<file path="config.mk">
export PLATFORM = sky130hd
export DESIGN_NAME = amp_output_diagnostics_ctrl
export DESIGN_NICKNAME = d
export VERILOG_FILES = /design/src/design/amp_diag_pkg.sv /design/src/design/peak_sync.sv /design/src/design/amp_output_diagnostics_ctrl.sv
export SDC_FILE = /design/constraint.sdc
export NUM_CORES = 1
export LEC_CHECK = 0
export BUFFER_PORTS_ARGS = -buffer_cell sky130_fd_sc_hd__buf_2
export CAP_MARGIN = 10
export CORE_MARGIN = 3
export CORE_UTILIZATION = 35
export CTS_BUF_LIST = sky130_fd_sc_hd__clkbuf_16
export CTS_CLUSTER_DIAMETER = 30
export CTS_CLUSTER_SIZE = 16
export DETAILED_ROUTE_END_ITERATION = 8
export SYNTH_ARGS = -nofsm -noshare
export SYNTH_HDL_FRONTEND = slang
export SYNTH_SLANG_ARGS = --single-unit
</file>
<file path="constraint.sdc">
create_clock -name ref_clk -period 2.4 [get_ports ref_clk]
set_clock_uncertainty 0.2 [all_clocks]
set_input_delay 0.12 -clock ref_clk [delete_from_list [all_inputs] [get_ports ref_clk]]
set_output_delay 0.12 -clock ref_clk [all_outputs]
set_load 0.05 [all_outputs]
</file>
<file path="src/design/amp_diag_pkg.sv">
// constants shared by the amplifier diagnostic control logic
package amp_diag_pkg;
  localparam int unsigned NUM_CH          = 4;
  localparam int unsigned CLK_HZ          = 50_000_000;
  // instruction bit positions
  localparam int unsigned IB1_OFFSET_EN   = 5;
  localparam int unsigned IB1_DIAG_EN     = 6;
  localparam int unsigned IB1_UNMUTE_REAR = 1;
  localparam int unsigned IB1_UNMUTE_FRNT = 2;
  localparam int unsigned IB2_SSR_EN      = 0;
  localparam int unsigned IB2_AC_EN       = 2;
  localparam int unsigned IB2_STBY_OFF    = 4;
  localparam int unsigned IB2_FAST_MUTE   = 5;
  localparam int unsigned IB2_LOW_TH      = 7;
  // diagnostic byte bit positions
  localparam int unsigned DB_AC_OPEN      = 5;
  localparam int unsigned DB_SSR_OFF      = 6;
  localparam int unsigned DB_THERM1       = 7;
  // reset values
  localparam logic [7:0]  IB1_RESET       = 8'h00;
  localparam logic [7:0]  IB2_RESET       = 8'h00;
  // ac confirmation pulse count
  localparam logic [1:0]  AC_CONFIRM_CNT  = 2'h3;
  // timing
  localparam int unsigned SSR_OFF_MS      = 40;
  localparam int unsigned SSR_OFF_CYC     = SSR_OFF_MS * (CLK_HZ / 1000);
  localparam int unsigned FAST_MUTE_US10  = 15;
  localparam int unsigned FAST_MUTE_CYC   = FAST_MUTE_US10 * (CLK_HZ / 10_000);
  localparam int unsigned NORM_MUTE_MS    = 20;
  localparam int unsigned NORM_MUTE_CYC   = NORM_MUTE_MS * (CLK_HZ / 1000);
  // fault codes with priority resolved
  typedef enum logic [2:0] {
    FLT_NONE   = 3'b000,
    FLT_OPEN   = 3'b001,
    FLT_ACROSS = 3'b010,
    FLT_GND    = 3'b011,
    FLT_VS     = 3'b100,
    FLT_BOTH   = 3'b101
  } fault_e;
endpackage

</file>
<file path="src/design/peak_sync.sv">
// two-flop synchroniser with rising-edge pulse for one channel input
`timescale 1ns/100ps
module peak_sync (
  input  wire logic ref_clk,
  input  wire logic reset,
  input  wire logic async_in,
  output logic      level_q,
  output logic      rise
);
  logic meta_q;
  logic prev_q;

  always_ff @(posedge ref_clk) begin
    if (reset) begin
      meta_q  <= 1'b0;
      level_q <= 1'b0;
      prev_q  <= 1'b0;
    end else begin
      meta_q  <= async_in;
      level_q <= meta_q;
      prev_q  <= level_q;
    end
  end

  assign rise = level_q & ~prev_q;
endmodule

</file>
<file path="src/design/amp_output_diagnostics_ctrl.sv">
// diagnostic control: ac load, dc offset, speaker safety, fault reporting
`timescale 1ns/100ps
module amp_output_diagnostics_ctrl
  import amp_diag_pkg::*;
(
  input  wire logic                ref_clk,
  input  wire logic                reset,
  input  wire logic [7:0]          first_instruction_byte,
  input  wire logic [7:0]          second_instruction_byte,
  input  wire logic                instr_wr,
  input  wire logic                host_read,
  input  wire logic                standby_pin,
  input  wire logic                play_cmd,
  input  wire logic                turn_on_phase,
  input  wire logic [NUM_CH-1:0]   peak_above_hi,
  input  wire logic [NUM_CH-1:0]   peak_above_lo,
  input  wire logic [NUM_CH-1:0]   offset_over,
  input  wire logic [NUM_CH-1:0]   short_prot,
  input  wire logic [NUM_CH-1:0]   short_gnd,
  input  wire logic [NUM_CH-1:0]   short_vs,
  input  wire logic [NUM_CH-1:0]   short_across,
  input  wire logic [NUM_CH-1:0]   open_load,
  input  wire logic [2:0]          thermal_warn,
  output logic                     amp_enable,
  output logic                     mute_active,
  output logic                     fast_mute,
  output logic [NUM_CH-1:0]        ac_open_q,
  output logic [NUM_CH-1:0]        offset_fault_q,
  output logic [NUM_CH*3-1:0]      fault_code_q,
  output logic [7:0]               second_diagnostic_byte,
  output logic [2:0]               thermal_q
);

  // ==========================================================
  // input synchronisation
  // ==========================================================
  logic [NUM_CH-1:0] hi_rise, lo_rise;
  logic [NUM_CH-1:0] off_s1_q, off_q, sp_s1_q, sp_q;
  logic [NUM_CH-1:0] sg_s1_q, sg_q, sv_s1_q, sv_q, sa_s1_q, sa_q, ol_s1_q, ol_q;
  logic [2:0]        th_s1_q, th_q;
  logic              stby_s1_q, stby_q;

  genvar g;
  generate
    for (g = 0; g < NUM_CH; g++) begin : g_sync
      peak_sync u_hi (
        .ref_clk  (ref_clk),
        .reset    (reset),
        .async_in (peak_above_hi[g]),
        .level_q  (),
        .rise     (hi_rise[g])
      );
      peak_sync u_lo (
        .ref_clk  (ref_clk),
        .reset    (reset),
        .async_in (peak_above_lo[g]),
        .level_q  (),
        .rise     (lo_rise[g])
      );
    end
  endgenerate

  always_ff @(posedge ref_clk) begin
    if (reset) begin
      off_s1_q  <= '0;
      off_q     <= '0;
      sp_s1_q   <= '0;
      sp_q      <= '0;
      sg_s1_q   <= '0;
      sg_q      <= '0;
      sv_s1_q   <= '0;
      sv_q      <= '0;
      sa_s1_q   <= '0;
      sa_q      <= '0;
      ol_s1_q   <= '0;
      ol_q      <= '0;
      th_s1_q   <= '0;
      th_q      <= '0;
      stby_s1_q <= 1'b0;
      stby_q    <= 1'b0;
    end else begin
      off_s1_q  <= offset_over;
      off_q     <= off_s1_q;
      sp_s1_q   <= short_prot;
      sp_q      <= sp_s1_q;
      sg_s1_q   <= short_gnd;
      sg_q      <= sg_s1_q;
      sv_s1_q   <= short_vs;
      sv_q      <= sv_s1_q;
      sa_s1_q   <= short_across;
      sa_q      <= sa_s1_q;
      ol_s1_q   <= open_load;
      ol_q      <= ol_s1_q;
      th_s1_q   <= thermal_warn;
      th_q      <= th_s1_q;
      stby_s1_q <= standby_pin;
      stby_q    <= stby_s1_q;
    end
  end

  // ==========================================================
  // control decode
  // ==========================================================
  logic ac_en, low_th, ssr_en, diag_en, off_en, stby_cmd, offset_start;
  logic [NUM_CH-1:0] pulse_hit;

  assign ac_en    = second_instruction_byte[IB2_AC_EN];
  assign low_th   = second_instruction_byte[IB2_LOW_TH];
  assign ssr_en   = second_instruction_byte[IB2_SSR_EN];
  assign diag_en  = first_instruction_byte[IB1_DIAG_EN];
  assign off_en   = first_instruction_byte[IB1_OFFSET_EN];
  // standby from pin or from a cleared serial standby-off bit
  assign stby_cmd = stby_q | ~second_instruction_byte[IB2_STBY_OFF];
  assign offset_start = instr_wr & off_en;
  // low threshold counts the 250 mA comparator, high one the 500 mA
  assign pulse_hit = low_th ? lo_rise : hi_rise;

  // ==========================================================
  // ac load detection
  // ==========================================================
  logic [1:0] pcnt_q [NUM_CH];
  logic [NUM_CH-1:0] ac_abort_q, ac_act_q;
  logic ac_en_q;

  always_ff @(posedge ref_clk) begin
    if (reset) begin
      ac_en_q <= 1'b0;
    end else begin
      ac_en_q <= ac_en;
    end
  end

  generate
    for (g = 0; g < NUM_CH; g++) begin : g_ac
      always_ff @(posedge ref_clk) begin
        if (reset) begin
          pcnt_q[g]     <= 2'h0;
          ac_abort_q[g] <= 1'b0;
          ac_act_q[g]   <= 1'b0;
          ac_open_q[g]  <= 1'b0;
        end else if (host_read) begin
          // the measuring period ends here; result latched for next read
          if (ac_act_q[g] && !ac_abort_q[g]) begin
            ac_open_q[g] <= (pcnt_q[g] != AC_CONFIRM_CNT);
          end
          pcnt_q[g]     <= 2'h0;
          ac_abort_q[g] <= 1'b0;
          ac_act_q[g]   <= ac_en;
        end else if (ac_en && !ac_en_q) begin
          pcnt_q[g]     <= 2'h0;
          ac_abort_q[g] <= 1'b0;
          ac_act_q[g]   <= 1'b1;
        end else if (!ac_en) begin
          ac_act_q[g]   <= 1'b0;
        end else begin
          if (sp_q[g]) begin
            ac_abort_q[g] <= 1'b1;
          end
          if (pulse_hit[g] && pcnt_q[g] != AC_CONFIRM_CNT) begin
            pcnt_q[g] <= pcnt_q[g] + 2'h1;
          end
        end
      end
    end
  endgenerate

  // ==========================================================
  // offset test in normal operation
  // ==========================================================
  logic [NUM_CH-1:0] off_persist_q;
  logic              off_win_q, off_abort_q;

  always_ff @(posedge ref_clk) begin
    if (reset) begin
      off_win_q      <= 1'b0;
      off_abort_q    <= 1'b0;
      off_persist_q  <= '0;
      offset_fault_q <= '0;
    end else if (host_read) begin
      if (off_win_q && !off_abort_q) begin
        offset_fault_q <= off_persist_q & off_q;
      end
      off_win_q     <= off_en;
      off_abort_q   <= 1'b0;
      off_persist_q <= '1;
    end else if (offset_start && !off_win_q) begin
      off_win_q     <= 1'b1;
      off_abort_q   <= 1'b0;
      off_persist_q <= '1;
    end else if (off_win_q) begin
      off_persist_q <= off_persist_q & off_q;
      if (|sp_q) begin
        off_abort_q <= 1'b1;
      end
    end
  end

  // ==========================================================
  // fault stability and priority
  // ==========================================================
  logic [NUM_CH-1:0] st_gnd_q, st_vs_q, st_acr_q, st_open_q;
  logic [NUM_CH*3-1:0] code_now;

  always_ff @(posedge ref_clk) begin
    if (reset || host_read) begin
      // new cycle starts from the read; stable-throughout tracking resets
      st_gnd_q  <= '1;
      st_vs_q   <= '1;
      st_acr_q  <= '1;
      st_open_q <= '1;
    end else begin
      st_gnd_q  <= st_gnd_q & sg_q;
      st_vs_q   <= st_vs_q & sv_q;
      st_acr_q  <= st_acr_q & sa_q;
      st_open_q <= st_open_q & ol_q & {NUM_CH{turn_on_phase}};
    end
  end

  generate
    for (g = 0; g < NUM_CH; g++) begin : g_pri
      always_comb begin
        if (st_gnd_q[g] && st_vs_q[g]) begin
          code_now[g*3 +: 3] = FLT_BOTH;
        end else if (st_vs_q[g]) begin
          code_now[g*3 +: 3] = FLT_VS;
        end else if (st_gnd_q[g]) begin
          code_now[g*3 +: 3] = FLT_GND;
        end else if (st_acr_q[g]) begin
          code_now[g*3 +: 3] = FLT_ACROSS;
        end else if (st_open_q[g]) begin
          code_now[g*3 +: 3] = FLT_OPEN;
        end else begin
          code_now[g*3 +: 3] = FLT_NONE;
        end
      end
    end
  endgenerate

  // each channel carries its own highest fault; lower ones show after
  // the higher one is removed, from the next read on
  always_ff @(posedge ref_clk) begin
    if (reset) begin
      fault_code_q <= '0;
    end else if (host_read) begin
      fault_code_q <= diag_en ? code_now : '0;
    end
  end

  // ==========================================================
  // speaker safety routine
  // ==========================================================
  typedef enum logic [1:0] {
    SSR_IDLE  = 2'b00,
    SSR_CHECK = 2'b01,
    SSR_OFF   = 2'b10,
    SSR_RUN   = 2'b11
  } ssr_state_e;

  ssr_state_e ssr_q;
  logic [21:0] ssr_cnt_q;
  logic        ssr_trip_q;

  always_ff @(posedge ref_clk) begin
    if (reset || stby_cmd) begin
      ssr_q      <= SSR_IDLE;
      ssr_cnt_q  <= '0;
      ssr_trip_q <= 1'b0;
    end else begin
      case (ssr_q)
        SSR_IDLE: begin
          if (play_cmd && ssr_en) begin
            ssr_q     <= SSR_CHECK;
            ssr_cnt_q <= '0;
          end else if (play_cmd) begin
            ssr_q <= SSR_RUN;
          end
        end
        SSR_CHECK: begin
          if (|off_q) begin
            ssr_q      <= SSR_OFF;
            ssr_trip_q <= 1'b1;
          end else if (ssr_cnt_q == 22'(SSR_OFF_CYC - 1)) begin
            ssr_q <= SSR_RUN;
          end else begin
            ssr_cnt_q <= ssr_cnt_q + 22'h1;
          end
        end
        SSR_OFF: ssr_q <= SSR_OFF;
        SSR_RUN: ssr_q <= SSR_RUN;
        default: ssr_q <= SSR_IDLE;
      endcase
    end
  end

  assign amp_enable = ~stby_cmd & (ssr_q != SSR_OFF);

  always_comb begin
    second_diagnostic_byte             = 8'h00;
    second_diagnostic_byte[DB_SSR_OFF] = ssr_trip_q;
    second_diagnostic_byte[DB_AC_OPEN] = ac_open_q[1];
    second_diagnostic_byte[DB_THERM1]  = thermal_q[1];
  end

  // ==========================================================
  // thermal flags
  // ==========================================================
  always_ff @(posedge ref_clk) begin
    if (reset) begin
      thermal_q <= '0;
    end else begin
      thermal_q <= th_q;
    end
  end

  // ==========================================================
  // mute timing
  // ==========================================================
  logic [19:0] mute_cnt_q;
  logic        mute_req, mute_req_q;

  assign mute_req  = ~(first_instruction_byte[IB1_UNMUTE_REAR] & first_instruction_byte[IB1_UNMUTE_FRNT]);
  assign fast_mute = second_instruction_byte[IB2_FAST_MUTE];

  always_ff @(posedge ref_clk) begin
    if (reset) begin
      mute_req_q  <= 1'b1;
      mute_cnt_q  <= '0;
      mute_active <= 1'b0;
    end else begin
      mute_req_q <= mute_req;
      if (mute_req && !mute_req_q) begin
        mute_active <= 1'b1;
        // fast ramp loads one cycle short so it stays strictly below 1.5 ms
        mute_cnt_q  <= fast_mute ? 20'(FAST_MUTE_CYC - 2) : 20'(NORM_MUTE_CYC - 1);
      end else if (mute_cnt_q != 20'h0) begin
        mute_cnt_q <= mute_cnt_q - 20'h1;
      end else begin
        mute_active <= 1'b0;
      end
    end
  end

endmodule

</file>
==> results of run 1 <==
registers in the layout, summed over array words and instances, names as in the netlist, 8 cells and up:
name / cells
mute_cnt_q: 20
ssr_cnt_q: 22
fault_code_q: 12
pcnt_q: 8
area by class of cell:
cell class | count | area [µm²] | area share [%]
Clock buffer | 17 | 425 | 5.01
Clock inverter | 15 | 135 | 1.59
Inverter | 15 | 56.3 | 0.662
Multi-Input combinational cell | 466 | 2690 | 31.6
Sequential cell | 186 | 3800 | 44.8
Tap cell | 234 | 293 | 3.44
Timing Repair Buffer | 153 | 1100 | 12.9
worst max-delay path, cell delays in order, from the launching register on:
cell     delay [ns]
dfxtp_1        0.35
nor4_4         0.42
a21oi_2        0.13
a211o_4        0.39
buf_4          0.20
or3_1          0.34
a21oi_1        0.14
synthesized netlist by cell type, types with 2 or more instances:
| cell | instances | area (µm²) |
|---|---|---|
| nand4_1 | 8 | 50.1 |
| or4_1 | 7 | 52.6 |
| nor3b_1 | 4 | 30.0 |
| xor2_1 | 12 | 105 |
| a32oi_1 | 3 | 26.3 |
| buf_4 | 9 | 67.6 |
| o21ai_0 | 24 | 120 |
| or2_2 | 2 | 12.5 |
| a21oi_1 | 46 | 230 |
| xnor2_1 | 6 | 52.6 |
| o21a_1 | 2 | 15.0 |
| nor4_1 | 7 | 43.8 |
| or3_1 | 14 | 87.6 |
| nor2b_1 | 84 | 526 |
| nor2_1 | 59 | 221 |
| mux2i_1 | 2 | 20.0 |
| nand2_1 | 67 | 251 |
| a31oi_1 | 4 | 25.0 |
| nand3b_1 | 4 | 30.0 |
| ha_1 | 7 | 87.6 |
| a211oi_1 | 4 | 30.0 |
| o31a_1 | 2 | 17.5 |
| a22o_1 | 4 | 35.0 |
| buf_6 | 2 | 22.5 |
| nor3_1 | 5 | 25.0 |
| and3_1 | 7 | 43.8 |
| nor4b_1 | 2 | 17.5 |
| nand3_1 | 23 | 115 |
| o21ai_1 | 13 | 65.1 |
| a21boi_0 | 2 | 15.0 |
| dfxtp_1 | 178 | 3560 |
| nand2b_1 | 6 | 37.5 |
| clkbuf_1 | 25 | 93.8 |
| o211ai_1 | 7 | 52.6 |
| o31ai_1 | 8 | 60.1 |
| edfxtp_1 | 8 | 240 |
| inv_1 | 15 | 56.3 |
kinds of logic (layout without fill, tap and decap cells):
group	count (synthesis)	after routing
fa+ha+maj	7	7
simple gates	306	306
xor+xnor	18	18
compound gates	128	128
buf+inv	53	200
flops	186	186
mux	2	2
other cells	1	5
metal layers:
metal	vias to the layer above	share of wire (%)	routed length (µm)
met2	86	46	6090
met1	2243	49	6500
met4	0	1.3	167
li1	2655	-	-
met5	-	0	0
met3	11	3.5	459
worst paths after layout:
| kind | from | endpoint |
|---|---|---|
| max | off_q[2] | ssr_cnt_q[11] |
| min | second_instruction_byte[7] | pcnt_q[2][0] |
| max reg2reg | off_q[2] | ssr_cnt_q[11] |
| min reg2reg | sa_q[0] | st_acr_q[0] |
timing repair:
item	CTS	global route
endpoints found under the hold margin	87	0
endpoints found under the setup margin	0	1
hold buffers	58	0
power groups by stage:
| stage | Combinational (mW) | Sequential (mW) | Clock (mW) |
|---|---|---|---|
| 3_5_place_dp | 1.45 | 3.64 | 0 |
| 2_1_floorplan | 1.05 | 3.65 | 0 |
| 6_report | 1.52 | 3.57 | 2.63 |
| 5_1_grt | 1.73 | 3.61 | 2.83 |
| 3_3_place_gp | 1.45 | 3.64 | 0 |
| 4_1_cts | 1.53 | 3.57 | 2.70 |
==> run summary, run 1 <==
non-filler cells in the finished layout -> 1086
Max Freq -> 449 MHz
initial antenna violation count -> 0
fin crit period -> 2.23 ns
clock sink count -> 186
wire length per cell -> 12.2 µm
pre-CTS WS -> 0.122 ns
Pwr per Cell Area -> 908 nW/µm²
dpl cell area -> 7360 µm²
total power -> 7.72 mW
Post-synth EDFFs -> 8
static leakage -> 3.41 nW
Worst-Skew Late Latency -> 0.42 ns
GR peak layer -> met2
remaining antenna violation count after routing -> 0
Clk pwr share -> 34.0%
Reg power frac -> 46.2%
drt via density -> 4.60
main combinational cell family by area after synthesis -> simple AND/OR/NAND/NOR gates
drt first pass iters -> 4
Critical Path Start Type -> flop
area grow syn2layout -> 26.4%
Post-Synth Adder-Cell Area -> 1.30%
fraction of layout cells with a size suffix above 1 -> 16.0%
Placed Cells -> 996
Int Pwr -> 5.44 mW
net switching power -> 2.28 mW
# rows -> 50
Period Utilization, post-route -> 92.9%
setup bufs post-CTS -> 0
total gr overflow -> 0
Fin Setup TNS -> 0 ns
worst setup margin -> 0.171 ns
DRC -> 0
max_slew headroom -> 60.1%
Reg2Reg Setup Slack -> 0.17 ns
post-CTS resize count -> 0
final design utilization -> 45.3%
commonest non-fill, non-tap cells in the layout -> dfxtp_1, nor2b_1, buf_2
CTS buffer count -> 17
Warnings, synthesis -> 0
Total Routing Usage GR -> 13.2%
Comb pwr share -> 19.7%
Synth Area in XOR/XNOR -> 2.35%
ys flop type -> dfxtp_1
Critical Path RT -> 2.55 ns
post-synthesis sequential area ratio -> 56.6%
Iter 0 DRT Violations -> 219
CP Data Arrival Time -> 2.38 ns
Max Cap Violations -> 0
Die Area -> 20900 µm²
RD Place Congestion -> 0.785
Max FO, Critical Path -> 27
GR Util met3 -> 3.80%
die width -> 145 µm
post-synthesis mux area share -> 0.298%
WS Path Type -> flop to flop
final hold violation count -> 0
diode count -> 0
count of final setup violators -> 0
Register-to-Register Path Depth -> 6
first-pass GRT wire length -> 22000 µm
peak supply drop -> 0.000465 V
commonest non-fill, non-tap cell in the layout -> dfxtp_1
Slew Viols, Final -> 0
met2 Track Usage GR -> 21.0%
RSZ-0062 raised after global routing -> false
hold_ws -> 0.0773 ns
clock root cell -> clkbuf_16
Compound-Gate Fraction of Synth Area -> 11.6%
core area -> 18800 µm²
largest net degree at the start of global routing -> 57
Net Sw Frac -> 29.6%
asr flop ratio synth -> 0%
Worst Hold Class -> input port to flop
CTS tree -> yes
vias in the first global route -> 4640
Worst-Margin Slew -> 0.599 ns
Synth Register Bits -> 186
CTS max path bufs -> 2
H-Tree Depth -> 4
WL final -> 13200 µm
Final HPWL DP -> 8790 µm
Buffers on Ports -> 79
cell depth of the worst min-delay path -> 5
Die Ht -> 145 µm
CP endpoint kind -> flop
grt met1 use -> 16.9%
status -> complete, no violations
simple-gate portion of the synthesized area -> 24.1%
routed via count -> 4995
Final Cell Area -> 8500 µm²
syn_area_per_cell -> 9.59 µm²
Mapped Cells -> 701
post-synthesis cell area -> 6720 µm²
Starting Density -> 35.8%
nets -> 904
fill count -> 1805
Reg clk slew, reported paths -> 0.07 ns
synth unique cells -> 56
Ports -> 92
No activity file was read; power rests on OpenSTA's default activity.
==> run 2: changes to the inputs <==
--- a/config.mk
+++ b/config.mk
@@ -13,6 +13,7 @@
 export CTS_CLUSTER_DIAMETER = 30
 export CTS_CLUSTER_SIZE = 16
 export DETAILED_ROUTE_END_ITERATION = 8
+export GPL_TIMING_DRIVEN = 0
 export SYNTH_ARGS = -nofsm -noshare
 export SYNTH_HDL_FRONTEND = slang
 export SYNTH_SLANG_ARGS = --single-unit
==> run summary, run 2 (synthesis gave the netlist of run 1 again) <==
status -> complete, no violations
Buffers on Ports -> 77 (-2.5%)
Max Freq -> 434 MHz (-3.1%)
CTS tree -> yes
net switching power -> 2.25 mW (-1.6%)
Reg clk slew, reported paths -> 0.07 ns (about the same)
RSZ-0062 raised after global routing -> false
area grow syn2layout -> 27.2%
Clk pwr share -> 35.1% (+1.1 points)
commonest non-fill, non-tap cell in the layout -> dfxtp_1
CTS max path bufs -> 2 (unchanged)
Fin Setup TNS -> 0 ns (unchanged)
worst reg2reg path startpoint -> off_q[1]
Int Pwr -> 5.55 mW (+2.0%)
r2r endpoint -> ssr_cnt_q[14]
Period Utilization, post-route -> 95.9% (+3.0 points)
core area -> 18800 µm² (unchanged)
# rows -> 50 (unchanged)
Seq. cell area -> 3800 µm² (unchanged)
Ports -> 92 (unchanged)
largest register by flop count -> ssr_cnt_q
Register-to-Register Path Depth -> 6 (unchanged)
Final Cell Area -> 8550 µm² (+0.57%)
first-pass GRT wire length -> 23800 µm (+8.4%)
Die Ht -> 145 µm (unchanged)
H-Tree Depth -> 4 (unchanged)
largest net degree at the start of global routing -> 17 (-70%)
Comb pwr share -> 19.0% (-0.7 points)
max_slew headroom -> 44.6% (-16 points)
CTS buffer count -> 17 (unchanged)
drt first pass iters -> 5 (+1)
initial antenna violation count -> 0 (unchanged)
RD Place Congestion -> 0.770 (-1.8%)
total gr overflow -> 0 (unchanged)
CP Data Arrival Time -> 2.47 ns (+0.09 ns)
Reg2Reg Setup Slack -> 0.17 ns (about the same)
count of final setup violators -> 0 (unchanged)
drt via density -> 4.68 (+1.8%)
final hold violation count -> 0 (unchanged)
die width -> 145 µm (unchanged)
clock sink count -> 186 (unchanged)
Max FO, Critical Path -> 10 (-63%)
commonest non-fill, non-tap cells in the layout -> dfxtp_1, nor2b_1, buf_2
vias in the first global route -> 4813 (+3.7%)
clock root cell -> clkbuf_16
peak supply drop -> 0.000484 V (+4.0%)
biggest regs -> ssr_cnt_q x22, mute_cnt_q x20, fault_code_q x12
CP endpoint kind -> flop
Final HPWL DP -> 10000 µm (+14%)
wire length per cell -> 13.0 µm (+7.1%)
diode count -> 0 (unchanged)
setup bufs post-CTS -> 0 (unchanged)
static leakage -> 3.42 nW (+0.55%)
fin crit period -> 2.30 ns (+0.0724 ns)
area of the multi-input gates -> 2710 µm² (+0.88%)
Setup crit start -> reset
remaining antenna violation count after routing -> 0 (unchanged)
DRC -> 0 (unchanged)
Iter 0 DRT Violations -> 217 (-0.91%)
Slew Viols, Final -> 0 (unchanged)
Reg power frac -> 45.9% (-0.3 points)
max reg flops -> 22 (unchanged)
WS Path Type -> input port to flop
Pwr per Cell Area -> 912 nW/µm² (+0.36%)
Critical Path Start Type -> input port
Worst-Skew Late Latency -> 0.42 ns (about the same)
CP endpoint -> ssr_cnt_q[14]
Total Routing Usage GR -> 14.4% (+1.3 points)
Starting Density -> 35.8% (unchanged)
Max Cap Violations -> 0 (unchanged)
fraction of layout cells with a size suffix above 1 -> 15.0% (-0.95 points)
Worst-Margin Slew -> 0.831 ns (+0.233 ns)
routed via count -> 5151 (+3.1%)
Critical Path RT -> 2.57 ns (+0.02 ns)
fill count -> 1773 (-1.8%)
Worst Hold Class -> input port to flop
Die Area -> 20900 µm² (unchanged)
dpl cell area -> 7420 µm² (+0.78%)
WL final -> 14300 µm (+8.5%)
Net Sw Frac -> 28.8% (-0.75 points)
nets -> 918 (+1.5%)
## run 2: changes by cell type in the layout (fill, tap and decap cells not counted), moves of 3 or more
cell,delta
buf_4,-8
dlygate4sd3_1,-6
clkinv_4,-3
clkbuf_1,+24
## run 2: repair_timing
action                                  4_1_cts  5_1_grt
gates resized for setup                       0        6
hold endpoints to repair                     71        0
endpoints found under the setup margin        0       18
hold buffers                                 52        0
## run 2: worst min-delay path by stage
stage                               from  depth (start not counted)               endpoint  slack (ns)
3_3_place_gp            peak_above_lo[3]                          2  g_sync[3].u_lo.meta_q        0.13
5_1_grt                        host_read                          2            ac_act_q[3]        0.08
4_1_cts                        host_read                          2            ac_act_q[3]        0.03
6_report                       host_read                          2            ac_act_q[3]        0.04
3_5_place_dp            peak_above_lo[0]                          2  g_sync[0].u_lo.meta_q        0.13
2_1_floorplan  first_instruction_byte[1]                          1             mute_req_q       0.004
## run 2: cell type report
| cell class | instances | share of cell area [%] |
|---|---|---|
| inverter | 15 | 0.659 |
| clock inverter | 13 | 1.27 |
| clock buffer | 19 | 5.56 |
| timing repair buffer | 129 | 10.6 |
| buffer | 38 | 2.27 |
| multi-input combinational | 466 | 31.7 |
| sequential | 186 | 44.5 |
| tap | 234 | 3.43 |
## run 2: critical path, stage by stage
cell and delay [ns]:
buf_2 0.15, dlygate4sd3_1 0.66, or3b_1 0.48, a31o_1 0.23, clkbuf_2 0.21, or4_1 0.53
nand2_1 0.07
## run 2: per-layer routing
| metal | vias up | routed length (µm) | track usage, % |
|---|---|---|---|
| li1 | 2687 | - | - |
| met1 | 2331 | 6660 | 18.6 |
| met2 | 115 | 6810 | 23.6 |
| met3 | 18 | 670 | 3.27 |
| met4 | 0 | 193 | 5.50 |
| met5 | - | 0 | 0 |
## run 2: metrics by stage
step | setup WS [ns] | utilization [%] | cells | hold slack [ns] | power [mW]
2_1_floorplan | 0.354 | - | 705 | 0.00391 | 4.70
3_3_place_gp | 0.0798 | 39.5 | 1016 | 0.128 | 5.04
3_5_place_dp | 0.0620 | 39.5 | 1016 | 0.132 | 5.05
4_1_cts | 0.0372 | 45.4 | 1100 | 0.0257 | 7.85
5_1_grt | 0.000624 | 45.5 | 1100 | 0.0769 | 8.23
6_report | 0.0982 | 45.5 | 1100 | 0.0379 | 7.79
## run 2: power groups by stage
stage / Combinational (mW) / Clock, mW / Sequential (mW)
2_1_floorplan: 1.05 / 0 / 3.65
6_report: 1.48 / 2.74 / 3.57
4_1_cts: 1.48 / 2.80 / 3.57
3_5_place_dp: 1.41 / 0 / 3.64
5_1_grt: 1.68 / 2.94 / 3.61
3_3_place_gp: 1.40 / 0 / 3.64
